### src/hw/rtc_regs_pkg.sv
package rtc_regs_pkg;
    // Register indices; byte address on APB is index * 4
    localparam logic [5:0] IDX_CTRL_INT = 6'h01;
    localparam logic [5:0] IDX_INT_FLAG = 6'h02;
    localparam logic [5:0] IDX_AL_WDAY = 6'h14;
    localparam logic [5:0] IDX_AL_MON = 6'h15;
    localparam logic [5:0] IDX_AL_YEAR = 6'h16;
    localparam logic [5:0] IDX_CD_LO = 6'h18;
    localparam logic [5:0] IDX_CD_HI = 6'h19;
    localparam logic [5:0] IDX_TEMP = 6'h20;
    localparam logic [5:0] IDX_USER0 = 6'h28;
    localparam logic [5:0] IDX_USER1 = 6'h29;
    localparam logic [5:0] IDX_THERM_CTRL = 6'h30;
    localparam int ADDR_W = 8;

    localparam int ALARM_EN_BIT = 7;
    localparam int WDAY_W = 3;
    localparam int MON_W = 5;
    localparam int YEAR_W = 7;
    localparam int FLAG_ALARM_BIT = 0;
    localparam int FLAG_TEMP_BIT = 1;
    localparam int THERM_EN_BIT = 1;
    localparam int EVT_W = 2;

    // Stored bits; unused positions read as zero
    localparam logic [7:0] WDAY_MASK = 8'h87;
    localparam logic [7:0] MON_MASK = 8'h9f;
    localparam logic [7:0] YEAR_MASK = 8'hff;

    localparam logic [7:0] RST_ALARM = 8'h00;
    localparam logic [7:0] RST_CD = 8'h00;
    localparam logic [7:0] RST_USER = 8'h00;
    localparam logic [7:0] RST_TEMP = 8'h3c;
    localparam logic RST_THERM_EN = 1'b1;
    localparam logic [EVT_W-1:0] RST_MASK = 2'h0;

    // Temperature code is degrees plus 60; 0 = -60, 60 = 0, 250 = +190
    localparam logic [7:0] TEMP_ZERO_CODE = 8'h3c;
    localparam logic [7:0] TEMP_MAX_CODE = 8'hfa;

    typedef enum logic [1:0] {
        BUS_IDLE = 2'b00,
        BUS_FETCH = 2'b01,
        BUS_DONE = 2'b10
    } bus_state_t;

    function automatic logic [7:0] temp_clamp(input logic [7:0] code);
        temp_clamp = (code > TEMP_MAX_CODE) ? TEMP_MAX_CODE : code;
    endfunction
endpackage

### src/hw/alarm_cmp_if.sv
`timescale 1ns/1ps
interface alarm_cmp_if;
    logic [7:0] alarm_weekday;
    logic [7:0] alarm_month;
    logic [7:0] alarm_year;
    logic [rtc_regs_pkg::WDAY_W-1:0] now_weekday;
    logic [rtc_regs_pkg::MON_W-1:0] now_month;
    logic [rtc_regs_pkg::YEAR_W-1:0] now_year;
    logic fields_match;
    logic any_enabled;

    modport regs (
        output alarm_weekday, alarm_month, alarm_year,
        output now_weekday, now_month, now_year,
        input fields_match, any_enabled
    );
    modport cmp (
        input alarm_weekday, alarm_month, alarm_year,
        input now_weekday, now_month, now_year,
        output fields_match, any_enabled
    );
endinterface

### src/hw/alarm_compare.sv
`timescale 1ns/1ps
module alarm_compare (
    input wire logic pclk,
    input wire logic presetn,
    alarm_cmp_if.cmp c
);
    import rtc_regs_pkg::*;

    logic weekday_alarm_enable;
    logic month_alarm_enable;
    logic year_alarm_enable;
    logic weekday_hit;
    logic month_hit;
    logic year_hit;

    always_comb begin
        weekday_alarm_enable = c.alarm_weekday[ALARM_EN_BIT];
        month_alarm_enable = c.alarm_month[ALARM_EN_BIT];
        year_alarm_enable = c.alarm_year[ALARM_EN_BIT];
        // Only the value bits take part; unused bits are don't-care
        weekday_hit = c.alarm_weekday[WDAY_W-1:0] == c.now_weekday;
        month_hit = c.alarm_month[MON_W-1:0] == c.now_month;
        year_hit = c.alarm_year[YEAR_W-1:0] == c.now_year;
        c.fields_match = (!weekday_alarm_enable || weekday_hit)
            && (!month_alarm_enable || month_hit)
            && (!year_alarm_enable || year_hit);
        c.any_enabled = weekday_alarm_enable || month_alarm_enable
            || year_alarm_enable;
    end
endmodule

### src/hw/rtc_alarm_timer_temp_regs.sv
// Decided for this implementation: register access over APB.
`timescale 1ns/1ps
module rtc_alarm_timer_temp_regs (
    input wire logic pclk,
    input wire logic presetn,
    input wire logic [rtc_regs_pkg::ADDR_W-1:0] paddr,
    input wire logic psel,
    input wire logic penable,
    input wire logic pwrite,
    input wire logic [31:0] pwdata,
    output logic [31:0] prdata,
    output logic pready,
    output logic pslverr,
    input wire logic meas_valid,
    input wire logic [7:0] meas_temp,
    input wire logic [rtc_regs_pkg::WDAY_W-1:0] now_weekday,
    input wire logic [rtc_regs_pkg::MON_W-1:0] now_month,
    input wire logic [rtc_regs_pkg::YEAR_W-1:0] now_year,
    input wire logic other_alarm_match,
    input wire logic other_alarm_enabled,
    output logic [15:0] countdown_value,
    output logic irq
);
    import rtc_regs_pkg::*;

    bus_state_t state, next_state;
    logic [31:0] next_prdata;
    logic err, next_err;
    logic [7:0] alarm_weekday, next_alarm_weekday;
    logic [7:0] alarm_month, next_alarm_month;
    logic [7:0] alarm_year, next_alarm_year;
    logic [7:0] countdown_low_byte, next_countdown_low_byte;
    logic [7:0] countdown_high_byte, next_countdown_high_byte;
    logic [7:0] temperature_result, next_temperature_result;
    logic [7:0] temp_cache, next_temp_cache;
    logic [7:0] user_nv_byte0, next_user_nv_byte0;
    logic [7:0] user_nv_byte1, next_user_nv_byte1;
    logic therm_enable, next_therm_enable;
    logic [EVT_W-1:0] irq_mask, next_irq_mask;
    logic [EVT_W-1:0] irq_status, next_irq_status;
    logic match_q, next_match_q;

    logic [5:0] idx;
    logic mapped;
    logic [7:0] rd_byte;
    logic wr_done;
    logic rd_done;
    logic match_now;
    logic alarm_rise;
    logic [EVT_W-1:0] evt_set;
    logic [EVT_W-1:0] evt_clr;

    alarm_cmp_if cmp_bus ();

    alarm_compare u_cmp (
        .pclk(pclk),
        .presetn(presetn),
        .c(cmp_bus.cmp)
    );

    assign cmp_bus.alarm_weekday = alarm_weekday;
    assign cmp_bus.alarm_month = alarm_month;
    assign cmp_bus.alarm_year = alarm_year;
    assign cmp_bus.now_weekday = now_weekday;
    assign cmp_bus.now_month = now_month;
    assign cmp_bus.now_year = now_year;

    assign idx = paddr[ADDR_W-1:2];
    assign countdown_value = {countdown_high_byte, countdown_low_byte};
    assign pready = (state == BUS_DONE) && psel && penable;
    assign pslverr = pready && err;
    assign irq = |(irq_status & irq_mask);

    always_comb begin
        mapped = (paddr[1:0] == 2'b00);
        rd_byte = 8'h00;
        case (idx)
            IDX_CTRL_INT: rd_byte = {6'h00, irq_mask};
            IDX_INT_FLAG: rd_byte = {6'h00, irq_status};
            IDX_AL_WDAY: rd_byte = alarm_weekday;
            IDX_AL_MON: rd_byte = alarm_month;
            IDX_AL_YEAR: rd_byte = alarm_year;
            IDX_CD_LO: rd_byte = countdown_low_byte;
            IDX_CD_HI: rd_byte = countdown_high_byte;
            IDX_TEMP: rd_byte = temp_cache;
            IDX_USER0: rd_byte = user_nv_byte0;
            IDX_USER1: rd_byte = user_nv_byte1;
            IDX_THERM_CTRL: rd_byte = {6'h00, therm_enable, 1'b0};
            default: mapped = 1'b0;
        endcase
    end

    always_comb begin
        next_state = state;
        next_prdata = prdata;
        next_err = err;
        next_temp_cache = temp_cache;
        next_alarm_weekday = alarm_weekday;
        next_alarm_month = alarm_month;
        next_alarm_year = alarm_year;
        next_countdown_low_byte = countdown_low_byte;
        next_countdown_high_byte = countdown_high_byte;
        next_temperature_result = temperature_result;
        next_user_nv_byte0 = user_nv_byte0;
        next_user_nv_byte1 = user_nv_byte1;
        next_therm_enable = therm_enable;
        next_irq_mask = irq_mask;
        wr_done = pready && pwrite && !err;
        rd_done = pready && !pwrite && !err;

        case (state)
            BUS_IDLE: begin
                if (psel && !penable) begin
                    // Snapshot so a measurement mid-access cannot tear
                    next_temp_cache = temperature_result;
                    next_state = BUS_FETCH;
                end
            end
            BUS_FETCH: begin
                next_prdata = (mapped && !pwrite) ? {24'h000000, rd_byte}
                    : 32'h00000000;
                next_err = !mapped;
                next_state = BUS_DONE;
            end
            BUS_DONE: begin
                if (pready) begin
                    next_state = BUS_IDLE;
                end
            end
            default: next_state = BUS_IDLE;
        endcase

        if (therm_enable && meas_valid) begin
            next_temperature_result = temp_clamp(meas_temp);
        end

        if (wr_done) begin
            case (idx)
                IDX_CTRL_INT: next_irq_mask = pwdata[EVT_W-1:0];
                IDX_AL_WDAY: next_alarm_weekday = pwdata[7:0] & WDAY_MASK;
                IDX_AL_MON: next_alarm_month = pwdata[7:0] & MON_MASK;
                IDX_AL_YEAR: next_alarm_year = pwdata[7:0] & YEAR_MASK;
                IDX_CD_LO: next_countdown_low_byte = pwdata[7:0];
                IDX_CD_HI: next_countdown_high_byte = pwdata[7:0];
                IDX_TEMP: begin
                    if (!therm_enable) begin
                        next_temperature_result = pwdata[7:0];
                    end
                end
                IDX_USER0: next_user_nv_byte0 = pwdata[7:0];
                IDX_USER1: next_user_nv_byte1 = pwdata[7:0];
                IDX_THERM_CTRL: next_therm_enable = pwdata[THERM_EN_BIT];
                default: next_irq_mask = irq_mask;
            endcase
        end

        // An alarm needs at least one enabled field anywhere
        match_now = cmp_bus.fields_match && other_alarm_match
            && (cmp_bus.any_enabled || other_alarm_enabled);
        next_match_q = match_now;
        alarm_rise = match_now && !match_q;
        evt_set = '0;
        evt_set[FLAG_ALARM_BIT] = alarm_rise && irq_mask[FLAG_ALARM_BIT];
        evt_set[FLAG_TEMP_BIT] = therm_enable && meas_valid;
        // Read clears every flag set at completion, even one set after the data was fetched; a new event wins the clear
        evt_clr = (rd_done && idx == IDX_INT_FLAG) ? irq_status : '0;
        next_irq_status = (irq_status & ~evt_clr) | evt_set;
    end

    always_ff @(posedge pclk or negedge presetn) begin
        if (!presetn) begin
            state <= BUS_IDLE;
            prdata <= 32'h00000000;
            err <= 1'b0;
            temp_cache <= RST_TEMP;
            alarm_weekday <= RST_ALARM;
            alarm_month <= RST_ALARM;
            alarm_year <= RST_ALARM;
            countdown_low_byte <= RST_CD;
            countdown_high_byte <= RST_CD;
            temperature_result <= RST_TEMP;
            user_nv_byte0 <= RST_USER;
            user_nv_byte1 <= RST_USER;
            therm_enable <= RST_THERM_EN;
            irq_mask <= RST_MASK;
            irq_status <= '0;
            match_q <= 1'b0;
        end else begin
            state <= next_state;
            prdata <= next_prdata;
            err <= next_err;
            temp_cache <= next_temp_cache;
            alarm_weekday <= next_alarm_weekday;
            alarm_month <= next_alarm_month;
            alarm_year <= next_alarm_year;
            countdown_low_byte <= next_countdown_low_byte;
            countdown_high_byte <= next_countdown_high_byte;
            temperature_result <= next_temperature_result;
            user_nv_byte0 <= next_user_nv_byte0;
            user_nv_byte1 <= next_user_nv_byte1;
            therm_enable <= next_therm_enable;
            irq_mask <= next_irq_mask;
            irq_status <= next_irq_status;
            match_q <= next_match_q;
        end
    end
endmodule

### config.mk
export PLATFORM = sky130hd
export DESIGN_NAME = rtc_alarm_timer_temp_regs
export DESIGN_NICKNAME = d
export VERILOG_FILES = /design/src/hw/rtc_regs_pkg.sv /design/src/hw/alarm_cmp_if.sv /design/src/hw/alarm_compare.sv /design/src/hw/rtc_alarm_timer_temp_regs.sv
export SDC_FILE = /design/constraint.sdc
export NUM_CORES = 1
export LEC_CHECK = 0
export ABC_AREA = 1
export BUFFER_PORTS_ARGS = -buffer_cell sky130_fd_sc_hd__buf_4
export CORE_ASPECT_RATIO = 0.6
export CORE_MARGIN = 3
export CORE_UTILIZATION = 25
export CTS_CLUSTER_DIAMETER = 50
export CTS_CLUSTER_SIZE = 20
export DETAILED_ROUTE_END_ITERATION = 8
export PLACE_DENSITY = 0.45
export SLEW_MARGIN = 20
export SYNTH_ARGS = -nofsm -noshare
export SYNTH_HDL_FRONTEND = slang
export SYNTH_HIERARCHICAL = 1
export SYNTH_SLANG_ARGS = --single-unit
### constraint.sdc
create_clock -name pclk -period 1.3 [get_ports pclk]
set_input_delay 0.065 -clock pclk [delete_from_list [all_inputs] [get_ports pclk]]
set_output_delay 0.065 -clock pclk [all_outputs]
set_load 0.05 [all_outputs]
==> impl_metrics.json <==
{
  "status": "finished, violations left",
  "violations": "negative setup slack",
  "swShare_pct": 31.94,
  "r2r_setup_slack_ps": -190,
  "wl_um": 16010,
  "switchingPower_mw": 2.277,
  "synth-async-reset-ratio_pct": 100.0,
  "finalWorstSetupSlack_ps": -191.4,
  "cts_buffer_depth": 2,
  "cap_viol_max_count": 0,
  "insertion_delay_ps": 350,
  "hold_violations": 0,
  "ys_types": 32,
  "hold_ws_ps": 15.00,
  "ys_warn_count": 6,
  "vias": 4553,
  "p_total_mw": 7.127,
  "synth_top_area_cell": "dfrtp_1",
  "io_buffer_count": 73,
  "via_per_inst": 4.455,
  "critPathMaxStageDelay_ps": 410,
  "p_clk_share_pct": 35.9,
  "p_per_area_mw_per_mm2": 1055,
  "multi_input_area_mm2": 0.002457,
  "nNetsFinal": 854,
  "worstPathMaxFanout": 8,
  "ios": 122,
  "synth_edf_count": 0,
  "critPathLaunch": "state[0]$_DFFE_PN0P_",
  "yosysSeqAreaShare_pct": 44.83,
  "grt_max_degree": 84,
  "dieHeight_um": 111.7,
  "overflow": 0,
  "syn_area_mm2": 0.004658,
  "die_w_um": 182.2,
  "yosys.cell_count.top_type": "nand2_1",
  "cts.sinks": 83,
  "num-fill-cells": 1859,
  "finish.utilization_pct": 38.21,
  "setup_violations": 65,
  "hp-class": "in2reg",
  "grt_first_pass_wirelength_um": 24830,
  "fin_cells": 1022,
  "ys_ff_latch": 83,
  "dpl.cell_count": 985,
  "critPathSlowestCell": "dfrtp_1",
  "dieArea_mm2": 0.02036,
  "syn2layout_area_growth_pct": 45.07,
  "fin_crit_sh_pct": 114.7,
  "seq_power_share_pct": 42.7,
  "grt.total_usage_pct": 15.68,
  "cts_made_buffers": 9,
  "irDropWorstVdd_v": 0.0004793,
  "cts_tree": "built",
  "crit_path_frequent_cell": "nand3_4",
  "worstPathArrival_ps": 1720,
  "drt_drc_violations_left": 0,
  "antenna_cells": 0,
  "regArea_mm2": 0.002088,
  "dr.pass1.iters": 5,
  "dpl.hpwl_um": 12160,
  "fin_skew_ps": 9.683,
  "grt_antenna_before_repair": 0,
  "row_count": 37,
  "worst_ep_required_time_ps": 1530,
  "final_area_mm2": 0.006758,
  "reg2reg_from": "state[0]$_DFFE_PN0P_",
  "clockRootBuffer": "clkbuf_16",
  "cts.clk_slew.worst_paths_ps": 70,
  "path_cells": "nor2_4 > nand3_4 > nor3_4 > buf_6 > buf_12 > nand3_4 > nand2_1 > o21ai_1",
  "synth_area_leaders": "dfrtp_1 (40%), nand2_1 (17%), nand3_1 (5.3%)",
  "p_leak_nw": 3.379,
  "hold_start": "meas_temp[0]",
  "initial_core_util_pct": 26.34,
  "htree_levels": 3,
  "grt_pass1_vias": 4387,
  "core_area_mm2": 0.01768,
  "synth.avg_cell_area_um2": 7.477,
  "dpl-instance-area_mm2": 0.005867,
  "syn_inst": 623,
  "p_int_mw": 4.850,
  "drive_gt1_share_pct": 35.03,
  "drtAntennaViolNets": 0,
  "ys.flop_type": "dfrtp_1",
  "critical_path_class": "reg2reg",
  "first_iter_violations": 362,
  "yosysTopAreaCellShare_pct": 39.75,
  "p_comb_share_pct": 21.4,
  "synth_commonest_cells": "nand2_1 (208), dfrtp_1 (74), inv_1 (61), nor2_1 (54), nand3_1 (49)",
  "period_needed_ps": 1491,
  "fmax_mhz": 670.5,
  "wl_per_cell_um": 15.66,
  "slew_violations": 0,
  "rsz0062_at_grt": "yes",
  "place_congestion": 0.8588,
  "start_kind": "flop",
  "end_kind": "flop"
}
worst max-delay path: cells and delay by family (launching register included):
family          cells  cell delay, ps
buf+inv             2             320
flops               1             410
compound gates      1              60
simple gates        5             590
per-layer routing:
metal,vias to the layer above,wire [um],GRT usage (%)
met1,2162,8945,25.88
met4,0,150,3.499
met5,-,0,0
li1,2259,-,-
met3,16,867,3.167
met2,116,6045,20.28
final timing paths:
| check | cells past startpoint | end |
|---|---|---|
| max in group asynchronous | 3 | temperature_result[2]$_DFF_PN1_ |
| max reg2reg | 8 | user_nv_byte0[7]$_DFFE_PN0P_ |
| min in group asynchronous | 3 | alarm_weekday[0]$_DFFE_PN0P_ |
| max | 8 | user_nv_byte0[7]$_DFFE_PN0P_ |
| min reg2reg | 2 | temp_cache[2]$_DFFE_PN1P_ |
| min | 3 | temperature_result[0]$_DFF_PN0_ |
cell families (layout without fill, tap and decap cells):
| family | count (synthesis) | after routing | synth area share [%] |
|---|---|---|---|
| buffers and inverters | 107 | 246 | 11.87 |
| flip-flops | 83 | 83 | 44.83 |
| AND/OR/NAND/NOR | 348 | 351 | 33.41 |
| XOR/XNOR | 5 | 5 | 0.9401 |
| AO/OA/AOI/OAI | 79 | 79 | 8.864 |
| other | 1 | 24 | 0.08050 |
final cells by class:
cell class              instances  share of cell area, %
inverters                      71                  4.018
multi-input cells             459                  36.36
clock buffers                  10                  3.536
well taps                     234                  4.333
repair buffers                159                  20.05
clock inverters                 6                 0.7961
flip-flops and latches         83                  30.90
state kept, by name (all words and copies together), names as in the netlist:
name	flops
state	2
user_nv_byte1	8
alarm_month	6
therm_enable	1
countdown_low_byte	8
prdata	8
temp_cache	8
alarm_weekday	4
countdown_high_byte	8
user_nv_byte0	8
match_q	1
alarm_year	8
temperature_result	8
irq_status	2
err	1
irq_mask	2
repair_timing:
item | in CTS | in global routing
setup endpoints to repair | 74 | 75
gates cloned | 2 | 1
resized for setup | 51 | 67
hold endpoints to repair | 81 | 0
hold buffers | 10 | 0
buffers inserted | 3 | 6
pin swaps | 8 | 35
cells in the final DEF (no fill, tap or decap), types with 3 or more instances in the layout:
cell type	count
inv_6	3
a31oi_1	5
nand4_1	6
conb_1	24
buf_6	11
nor2_2	14
o21ai_2	6
nand2_2	27
inv_2	10
buf_4	130
nand3_1	42
inv_1	58
nor2_4	13
xnor2_1	4
nand3_2	7
nand2_1	180
nand2_8	4
o21ai_0	15
o21ai_1	46
dfrtp_1	74
nor2_1	41
clkbuf_16	9
nand3_4	6
dfstp_2	9
dlygate4sd3_1	10
nand2_4	6
buf_12	7
metrics by stage:
step                setup WS (ps)  setup TNS, ps
global placement           -270.5         -14770
CTS                        -210.4         -11140
floorplan                  -123.8          -4141
detailed placement         -343.5         -18930
finish                     -191.4          -8989
global route               -277.7         -14790
power by group through the flow:
| stage | Clock (mW) | Sequential (mW) | Combinational, mW |
|---|---|---|---|
| after floorplan | 0 | 3.13 | 0.728 |
| after global placement | 0 | 3.08 | 1.31 |
| after detailed placement | 0 | 3.08 | 1.33 |
| after CTS | 2.62 | 3.04 | 1.50 |
| after global routing | 2.72 | 3.07 | 1.66 |
| final | 2.56 | 3.04 | 1.53 |
Power figures use the tool's default switching activity.
